## config.mk

```make
export PLATFORM = sky130hd
export DESIGN_NAME = sapc_slot_perm
export DESIGN_NICKNAME = d
export VERILOG_FILES = /design/src/include/sapc_pkg.sv /design/src/hw/sapc_perm_decode.sv /design/src/hw/sapc_slot_perm.sv
export SDC_FILE = /design/constraint.sdc
export NUM_CORES = 1
export LEC_CHECK = 0
export ABC_CLOCK_PERIOD_IN_PS = 3000
export BUFFER_PORTS_ARGS = -buffer_cell sky130_fd_sc_hd__buf_2
export CORE_MARGIN = 3
export CORE_UTILIZATION = 35
export DETAILED_ROUTE_END_ITERATION = 8
export HOLD_SLACK_MARGIN = 0.02
export PLACE_DENSITY_LB_ADDON = 0.05
export SYNTH_ARGS = -nofsm -noshare
export SYNTH_HDL_FRONTEND = slang
export SYNTH_HIERARCHICAL = 1
export SYNTH_SLANG_ARGS = --single-unit
```

## constraint.sdc

```tcl
create_clock -name pclk -period 3 [get_ports pclk]
set_input_delay 0.3 -clock pclk [delete_from_list [all_inputs] [get_ports pclk]]
set_output_delay 0.3 -clock pclk [all_outputs]
set_load 0.005 [all_outputs]
```

## src/include/sapc_pkg.sv

```systemverilog
// Behaviour
// RULE_01 - Not secret and not read-encrypted: clear reads of 4 or 32 bytes allowed.
// RULE_02 - Not secret yet read-encrypted is prohibited; configuring party must avoid it.
// RULE_03 - Secret and not read-encrypted: every read refused, slot still usable as key.
// RULE_04 - Secret and read-encrypted: reads encrypted with read-key slot; 4-byte access refused.
// RULE_05 - Slots holding ECC private keys are never readable.
// RULE_06 - Each command decodes the 4-bit write policy its own way, ignoring don't-cares.
// RULE_07 - Write with policy 0000 allows clear writes of 4 or 32 bytes.
// RULE_08 - Write with policy 0001 blocked while slot holds a validated public key.
// RULE_09 - Write with policy 001x or 10xx is always refused.
// RULE_10 - Policy bit 14 set: write needs MAC, encrypted with write-key slot, no 4-byte.
// RULE_11 - Policy bit 13 clear: slot may not be a key-derivation target.
// RULE_12 - Bit 12 picks derivation source: clear uses target, set uses write-key slot.
// RULE_13 - Policy bit 15 set: key derivation needs an authorizing MAC.
// RULE_14 - Interpretations overlap, so 0110 allows encrypted writes and unauthorized rolls.
// RULE_15 - Key generation only on ECC-kind slots, derivation only on SHA-256-kind slots.
// RULE_16 - ECC public key slots follow the plain write decoding.
// RULE_17 - Configuring party sets secret flag whenever policy is not always-writable.
// RULE_18 - Four-byte reads and writes of secret slots are refused.
// RULE_19 - Fixed keys should be secret, not read-encrypted and never-writable.
// RULE_20 - Key rotation: encrypt policy with write key pointing at itself, MAC by old key.
// RULE_21 - Read-key index sits in bits 3 to 0 and names the read encryption key.
// RULE_22 - Key generation allowed when policy bit 13 set, refused when clear.
// RULE_23 - Private-key load refused when bit 14 clear; else needs MAC and encryption.
// RULE_24 - Key generation or private-key load on non-private-key slots is an error.
// RULE_25 - Failed checks report an error and leave slot and output data untouched.
// RULE_26 - Decision is combinational from slot config and request, sampled before data moves.
package sapc_pkg;

  typedef enum logic [2:0] {
    cmd_read,
    cmd_write,
    cmd_derive,
    cmd_keygen,
    cmd_privload
  } sapc_cmd_e;

  localparam int SLOTS = 16;

  // Byte offsets on the APB
  localparam logic [11:0] OFF_REQ = 12'h000;
  localparam logic [11:0] OFF_RESULT = 12'h004;
  localparam logic [11:0] OFF_PUB_VALID = 12'h008;
  localparam logic [11:0] OFF_SLOT_BASE = 12'h040;
  localparam logic [11:0] OFF_KEY_BASE = 12'h080;

  // Slot policy word fields
  localparam int SP_READ_KEY_LSB = 0;
  localparam int SP_READ_ENC = 6;
  localparam int SP_SECRET = 7;
  localparam int SP_WKEY_LSB = 8;
  localparam int SP_WPOL_LSB = 12;
  // Bits inside the write policy field (policy bits 12..15)
  localparam int WP_PUBINV = 0;
  localparam int WP_B13 = 1;
  localparam int WP_ENC = 2;
  localparam int WP_AUTH = 3;

  // Key policy word fields
  localparam int KP_PRIVATE = 0;
  localparam int KP_KIND_LSB = 2;
  localparam logic [2:0] KIND_ECC = 3'h1;
  localparam logic [2:0] KIND_SHA = 3'h2;

  // Request register fields
  localparam int RQ_CMD_LSB = 0;
  localparam int RQ_SLOT_LSB = 4;
  localparam int RQ_SIZE32 = 8;
  localparam int RQ_MAC_OK = 9;

  // Result register fields
  localparam int RS_GRANT = 0;
  localparam int RS_ERROR = 1;
  localparam int RS_ENC = 2;
  localparam int RS_MAC_REQ = 3;
  localparam int RS_KEY_LSB = 4;
  localparam int RS_DONE = 8;

  // Reset values
  localparam logic [15:0] SLOT_CFG_RST = 16'h0000;
  localparam logic [7:0] KEY_CFG_RST = 8'h00;
  localparam logic [15:0] PUB_VALID_RST = 16'h0000;

  function automatic logic [3:0] sapc_wpol(input logic [15:0] cfg);
    sapc_wpol = cfg[SP_WPOL_LSB +: 4];
  endfunction

  function automatic logic sapc_is_private(input logic [7:0] kc);
    sapc_is_private = (kc[KP_KIND_LSB +: 3] == KIND_ECC) && kc[KP_PRIVATE];
  endfunction

endpackage

```

## src/hw/sapc_perm_decode.sv

```systemverilog
`timescale 1ns/1ps
module sapc_perm_decode (
  input wire sapc_pkg::sapc_cmd_e cmd,
  input wire logic size32,
  input wire logic mac_ok,
  input wire logic [3:0] slot_idx,
  input wire logic [15:0] slot_cfg,
  input wire logic [7:0] key_cfg,
  input wire logic pub_valid,
  output logic grant,
  output logic encrypt,
  output logic mac_required,
  output logic [3:0] key_index
);

  logic secret;
  logic rd_enc;
  logic priv;
  logic [3:0] wp;
  logic [3:0] wkey;

  assign secret = slot_cfg[sapc_pkg::SP_SECRET];
  assign rd_enc = slot_cfg[sapc_pkg::SP_READ_ENC];
  assign priv = sapc_pkg::sapc_is_private(key_cfg);
  assign wp = sapc_pkg::sapc_wpol(slot_cfg); // [RULE_06]
  assign wkey = slot_cfg[sapc_pkg::SP_WKEY_LSB +: 4];

  // Purely combinational so the sequencer can sample it before moving data
  always_comb // [RULE_26]
  begin
    grant = 1'b0;
    encrypt = 1'b0;
    mac_required = 1'b0;
    key_index = 4'h0;
    case (cmd)
      sapc_pkg::cmd_read:
      begin
        // Prohibited 0/1 combination is treated as unreadable [RULE_02]
        if (!priv) // [RULE_05]
        begin
          if (!secret && !rd_enc)
            grant = 1'b1; // [RULE_01]
          else if (secret && rd_enc && size32) // [RULE_03] [RULE_04] [RULE_18]
          begin
            grant = 1'b1;
            encrypt = 1'b1;
            key_index = slot_cfg[sapc_pkg::SP_READ_KEY_LSB +: 4]; // [RULE_21]
          end
        end
      end
      sapc_pkg::cmd_write:
      begin
        // Public keys are plain data here; private keys never take this path [RULE_16]
        if (!priv)
        begin
          if (wp[sapc_pkg::WP_ENC]) // [RULE_10] [RULE_14]
          begin
            // Rotation works because the MAC key is whatever the write key names [RULE_20]
            if (size32 && mac_ok)
            begin
              grant = 1'b1;
              encrypt = 1'b1;
              mac_required = 1'b1;
              key_index = wkey;
            end
          end
          else if (wp == 4'h0 || (wp == 4'h1 && !pub_valid)) // [RULE_07] [RULE_08] [RULE_09]
            grant = size32 || !secret; // [RULE_18]
        end
      end
      sapc_pkg::cmd_derive:
      begin
        if (key_cfg[sapc_pkg::KP_KIND_LSB +: 3] == sapc_pkg::KIND_SHA
            && wp[sapc_pkg::WP_B13] // [RULE_11] [RULE_15]
            && (!wp[sapc_pkg::WP_AUTH] || mac_ok)) // [RULE_13]
        begin
          grant = 1'b1;
          mac_required = wp[sapc_pkg::WP_AUTH];
          key_index = wp[sapc_pkg::WP_PUBINV] ? wkey : slot_idx; // [RULE_12] [RULE_14]
        end
      end
      sapc_pkg::cmd_keygen:
        grant = priv && wp[sapc_pkg::WP_B13]; // [RULE_15] [RULE_22] [RULE_24]
      sapc_pkg::cmd_privload:
      begin
        if (priv && wp[sapc_pkg::WP_ENC] && mac_ok && size32) // [RULE_23] [RULE_24]
        begin
          grant = 1'b1;
          encrypt = 1'b1;
          mac_required = 1'b1;
          key_index = wkey;
        end
      end
      default:
        grant = 1'b0;
    endcase
  end

endmodule

```

## src/hw/sapc_slot_perm.sv

```systemverilog
`timescale 1ns/1ps
module sapc_slot_perm (
  input wire logic pclk,
  input wire logic presetn,
  input wire logic psel,
  input wire logic penable,
  input wire logic pwrite,
  input wire logic [11:0] paddr,
  input wire logic [31:0] pwdata,
  output logic [31:0] prdata,
  output logic pready,
  output logic pslverr,
  output logic perm_done,
  output logic perm_grant,
  output logic perm_error,
  output logic perm_encrypt,
  output logic perm_mac_required,
  output logic [3:0] perm_key_index
);

  ////////////////////////////////////////////////////////////////////////////
  // Storage

  logic [15:0] slot_cfg [sapc_pkg::SLOTS];
  logic [7:0] key_cfg [sapc_pkg::SLOTS];
  logic [15:0] pub_valid;
  sapc_pkg::sapc_cmd_e req_cmd;
  logic [3:0] req_slot;
  logic req_size32;
  logic req_mac_ok;
  logic eval;

  ////////////////////////////////////////////////////////////////////////////
  // APB decode

  logic setup;
  logic access;
  logic wr_en;
  logic hit_req;
  logic hit_res;
  logic hit_pub;
  logic hit_slot;
  logic hit_key;
  logic mapped;
  logic [3:0] idx;
  logic [31:0] next_rdata;

  assign setup = psel && !penable;
  assign access = psel && penable && pready;
  assign idx = paddr[5:2];
  assign hit_req = paddr == sapc_pkg::OFF_REQ;
  assign hit_res = paddr == sapc_pkg::OFF_RESULT;
  assign hit_pub = paddr == sapc_pkg::OFF_PUB_VALID;
  assign hit_slot = paddr[11:6] == sapc_pkg::OFF_SLOT_BASE[11:6] && paddr[1:0] == 2'h0;
  assign hit_key = paddr[11:6] == sapc_pkg::OFF_KEY_BASE[11:6] && paddr[1:0] == 2'h0;
  assign mapped = hit_req || hit_res || hit_pub || hit_slot || hit_key;
  assign wr_en = access && pwrite && mapped;

  always_comb
  begin
    next_rdata = 32'h0000_0000;
    if (hit_req)
    begin
      next_rdata[sapc_pkg::RQ_CMD_LSB +: 3] = req_cmd;
      next_rdata[sapc_pkg::RQ_SLOT_LSB +: 4] = req_slot;
      next_rdata[sapc_pkg::RQ_SIZE32] = req_size32;
      next_rdata[sapc_pkg::RQ_MAC_OK] = req_mac_ok;
    end
    else if (hit_res)
    begin
      next_rdata[sapc_pkg::RS_GRANT] = perm_grant;
      next_rdata[sapc_pkg::RS_ERROR] = perm_error;
      next_rdata[sapc_pkg::RS_ENC] = perm_encrypt;
      next_rdata[sapc_pkg::RS_MAC_REQ] = perm_mac_required;
      next_rdata[sapc_pkg::RS_KEY_LSB +: 4] = perm_key_index;
      next_rdata[sapc_pkg::RS_DONE] = perm_done;
    end
    else if (hit_pub)
      next_rdata[15:0] = pub_valid;
    else if (hit_slot)
      next_rdata[15:0] = slot_cfg[idx];
    else if (hit_key)
      next_rdata[7:0] = key_cfg[idx];
  end

  // No wait state: pready is registered from the setup phase, so every bus output is a plain flop
  always_ff @(posedge pclk or negedge presetn)
  begin
    if (!presetn)
    begin
      pready <= 1'b0;
      pslverr <= 1'b0;
      prdata <= 32'h0000_0000;
    end
    else
    begin
      pready <= setup;
      pslverr <= setup && !mapped;
      if (setup)
        prdata <= next_rdata;
    end
  end

  ////////////////////////////////////////////////////////////////////////////
  // Configuration registers

  always_ff @(posedge pclk or negedge presetn)
  begin
    if (!presetn)
    begin
      for (int i = 0; i < sapc_pkg::SLOTS; i++)
      begin
        slot_cfg[i] <= sapc_pkg::SLOT_CFG_RST;
        key_cfg[i] <= sapc_pkg::KEY_CFG_RST;
      end
      pub_valid <= sapc_pkg::PUB_VALID_RST;
    end
    else if (wr_en)
    begin
      if (hit_slot)
        slot_cfg[idx] <= pwdata[15:0];
      if (hit_key)
        key_cfg[idx] <= pwdata[7:0];
      if (hit_pub)
        pub_valid <= pwdata[15:0];
    end
  end

  ////////////////////////////////////////////////////////////////////////////
  // Request capture

  always_ff @(posedge pclk or negedge presetn)
  begin
    if (!presetn)
    begin
      req_cmd <= sapc_pkg::cmd_read;
      req_slot <= 4'h0;
      req_size32 <= 1'b0;
      req_mac_ok <= 1'b0;
      eval <= 1'b0;
    end
    else
    begin
      eval <= wr_en && hit_req;
      if (wr_en && hit_req)
      begin
        req_cmd <= sapc_pkg::sapc_cmd_e'(pwdata[sapc_pkg::RQ_CMD_LSB +: 3]);
        req_slot <= pwdata[sapc_pkg::RQ_SLOT_LSB +: 4];
        req_size32 <= pwdata[sapc_pkg::RQ_SIZE32];
        req_mac_ok <= pwdata[sapc_pkg::RQ_MAC_OK];
      end
    end
  end

  ////////////////////////////////////////////////////////////////////////////
  // Permission decision

  logic [15:0] cur_cfg;
  logic [7:0] cur_kc;
  logic [3:0] cur_wp;
  logic cur_priv;
  logic dec_grant;
  logic dec_encrypt;
  logic dec_mac_required;
  logic [3:0] dec_key_index;
  logic res_clear;

  assign cur_cfg = slot_cfg[req_slot];
  assign cur_kc = key_cfg[req_slot];
  assign cur_wp = sapc_pkg::sapc_wpol(cur_cfg);
  assign cur_priv = sapc_pkg::sapc_is_private(cur_kc);
  assign res_clear = wr_en && hit_res && pwdata[sapc_pkg::RS_DONE];

  sapc_perm_decode u_decode (
    .cmd(req_cmd),
    .size32(req_size32),
    .mac_ok(req_mac_ok),
    .slot_idx(req_slot),
    .slot_cfg(cur_cfg),
    .key_cfg(cur_kc),
    .pub_valid(pub_valid[req_slot]),
    .grant(dec_grant),
    .encrypt(dec_encrypt),
    .mac_required(dec_mac_required),
    .key_index(dec_key_index)
  );

  // Sampled once per request; later config writes do not alter a given answer
  always_ff @(posedge pclk or negedge presetn) // [RULE_26]
  begin
    if (!presetn)
    begin
      perm_grant <= 1'b0;
      perm_error <= 1'b0;
      perm_encrypt <= 1'b0;
      perm_mac_required <= 1'b0;
      perm_key_index <= 4'h0;
    end
    else if (eval)
    begin
      perm_grant <= dec_grant;
      perm_error <= !dec_grant; // [RULE_25]
      perm_encrypt <= dec_encrypt;
      perm_mac_required <= dec_mac_required;
      perm_key_index <= dec_key_index;
    end
  end

  // Done flag: a new result beats a software clear in the same cycle
  always_ff @(posedge pclk or negedge presetn)
  begin
    if (!presetn)
      perm_done <= 1'b0;
    else if (eval)
      perm_done <= 1'b1;
    else if (res_clear)
      perm_done <= 1'b0;
  end
endmodule

```

==> impl_metrics.toml <==
[outcome]
status = "completed"

[global_route]
grt_pass1_wl_mm = 109
antenna_found_initial = 6
grt_max_degree = 72
grt_pass1_vias = 14900
grt_overflow_total = 0
grt_usage = 0.221

[floorplanning]
row_count = 92
die_h_um = 261
coreArea_um2 = 63700
start_util = 0.357
dieArea_um2 = 68000
ioPinCount = 92
die_w_um = 261

[power]
power_density_nw_per_um2 = 501
leakage_nw = 12.1
ir_worst_vdd_mv = 0.357
power.total_mw = 13.4

[worst_setup_path]
slowest_stage = "mux4_2"
crit_path_max_fanout = 10
worst_setup_path_end_kind = "flip-flop"
critPathLaunchType = "flip-flop"
r2r_slack_ns = 0.01
path_buf_inv = 2
reg2reg_to = "perm_key_index[2]$_DFFE_PN0P_"
required_ns = 3.50
cpLargestDelayFamily = "multiplexers"
r2r_cells = 9
critical-path-max-stage-delay_ns = 0.53
path_cells = "buf_12 > mux4_2 > mux4_2 > and4bb_4 > nor3_1 > o21ai_4 > buf_12 > o221ai_2 > mux2_2"
r2r_start = "req_slot[0]$_DFFE_PN0P_"
path_class = "reg -> reg"
cp.arrival_ns = 3.49

[detailed_routing]
vias = 14200
routedWlPerCell_um = 29.4
postRouteAntennaNets = 0
drt_iter0_markers = 1060
route.detailed.drc = 0
firstDrtPassIters = 5
viasPerCell = 5.65
routed_wl_mm = 73.8

[clock_tree]
clk_pin_slew_ns = 0.06
cts_tree = "done"
clock_sinks = 437
cts_buffers = 54
cts-root-buf = "clkbuf_16"
h-tree-depth = 2
clockBufferDepth = 3
clk_latency_ns = 0.61

[sta]
max_freq_ghz = 0.335
slew_headroom = 0.427
finalSetupViolCount = 0
rsz0062_at_grt = "true"
slew_viol_final = 0
setup_slack_ns = 0.0137
finalHoldViolCount = 0
post-route-min-period_ns = 2.99
tns_ns = 0
worst_pin_slew_ns = 0.839
clock_skew_ns = 0.0231
fin_crit_sh = 0.995

[placed_design]
globalplace.congestion = 0.790
placed_cell_area_um2 = 24600
io_buffers = 59
place_hpwl_mm = 48.4
dp_slack_ns = -0.0953

[logic_synthesis]
syn_inst = 1509
syn_avg_cell_area_um2 = 15.1
syn-cell-area_um2 = 22700
yosysWarningCount = 6

[worst_hold_path]
hp-start = "pwdata[8]"
min_to = "perm_done$_DFFE_PN0P_"
whs_path_depth = 3
holdCritPathClass = "in -> reg"

[cells_and_area]
layout_common_cells = "dfrtp_1 (434), mux2_2 (418), mux4_2 (193), buf_4 (90), nand2_1 (67)"
final_common_cell = "dfrtp_1"
n_antenna_cell = 0
drive_gt1_frac = 0.560
final_util = 0.419
multi_input_area_um2 = 11100
areaGrowthSynthToFinish_pct = 17.3
layout.nets = 1668
fill_cells = 5808
final_design_area_no_fill_um2 = 26600
seqCellArea_um2 = 10900

[run]
cap_violations = 0
[power by group]
group | internal, mW | leakage (nW) | switching (mW)
clock network | 4.12 | 0.908 | 2.67
registers | 5.91 | 6.08 | 0.0111
logic | 0.178 | 5.07 | 0.463
[routing by layer]
| metal | wire, µm | share of wire | vias up | global-route usage |
|---|---|---|---|---|
| met3 | 4010 | 0.054 | 89 | 0.0344 |
| met5 | 0 | 0 | - | 0 |
| met1 | 33500 | 0.45 | 7741 | 0.317 |
| met2 | 34700 | 0.47 | 371 | 0.351 |
| li1 | - | - | 5975 | - |
| met4 | 1670 | 0.023 | 0 | 0.0574 |
[sequential cells by signal, indices dropped and copies added (netlist names)]
register	flops
perm_grant	1
perm_done	1
req_slot	4
eval	1
prdata	16
pslverr	1
req_mac_ok	1
perm_error	1
key_cfg	128
pub_valid	16
req_cmd	3
req_size32	1
slot_cfg	256
pready	1
perm_encrypt	1
perm_mac_required	1
perm_key_index	4
[area by class of cell]
cell class,instances,area share
Clock inverter,17,0.00737
Clock buffer,83,0.0621
Multi-Input combinational cell,932,0.415
Sequential cell,437,0.411
Tap cell,846,0.0397
Timing Repair Buffer,183,0.0632
Inverter,11,0.00155
[worst min-delay path, cell delays in order]
cell,delay [ns]
buf_2,0.22
nand3_1,0.11
a21o_1,0.10
[timing repair]
action / 4_1_cts / 5_1_grt
pin swaps: 1 / 3
hold buffers: 1 / 0
setup buffers: 5 / 0
endpoints found under the hold margin: 52 / 0
gates resized for setup: 10 / 6
setup endpoints to repair: 7 / 6
gates cloned: 0 / 1
[worst max-delay path by stage]
stage                            start                       endpoint  slack (ns)  depth (start not counted)
2_1_floorplan  req_slot[1]$_DFFE_PN0P_         perm_grant$_DFFE_PN0P_       0.005                          9
3_3_place_gp   req_slot[0]$_DFFE_PN0P_  perm_key_index[2]$_DFFE_PN0P_       -0.14                          9
3_5_place_dp   req_slot[0]$_DFFE_PN0P_  perm_key_index[2]$_DFFE_PN0P_        -0.1                          9
4_1_cts        req_slot[0]$_DFFE_PN0P_  perm_key_index[2]$_DFFE_PN0P_      -0.003                          9
5_1_grt        req_slot[0]$_DFFE_PN0P_         perm_grant$_DFFE_PN0P_       -0.07                          9
6_report       req_slot[0]$_DFFE_PN0P_  perm_key_index[2]$_DFFE_PN0P_        0.01                          9
[per-stage QoR]
stage | cells | hold slack, ns
global route | 2509 | 0.176
floorplan | 1524 | 0.00441
detailed placement | 2402 | 0.300
finish | 2509 | 0.169
CTS | 2508 | 0.149
global placement | 2402 | 0.302
(Power assumes the default switching activity.)
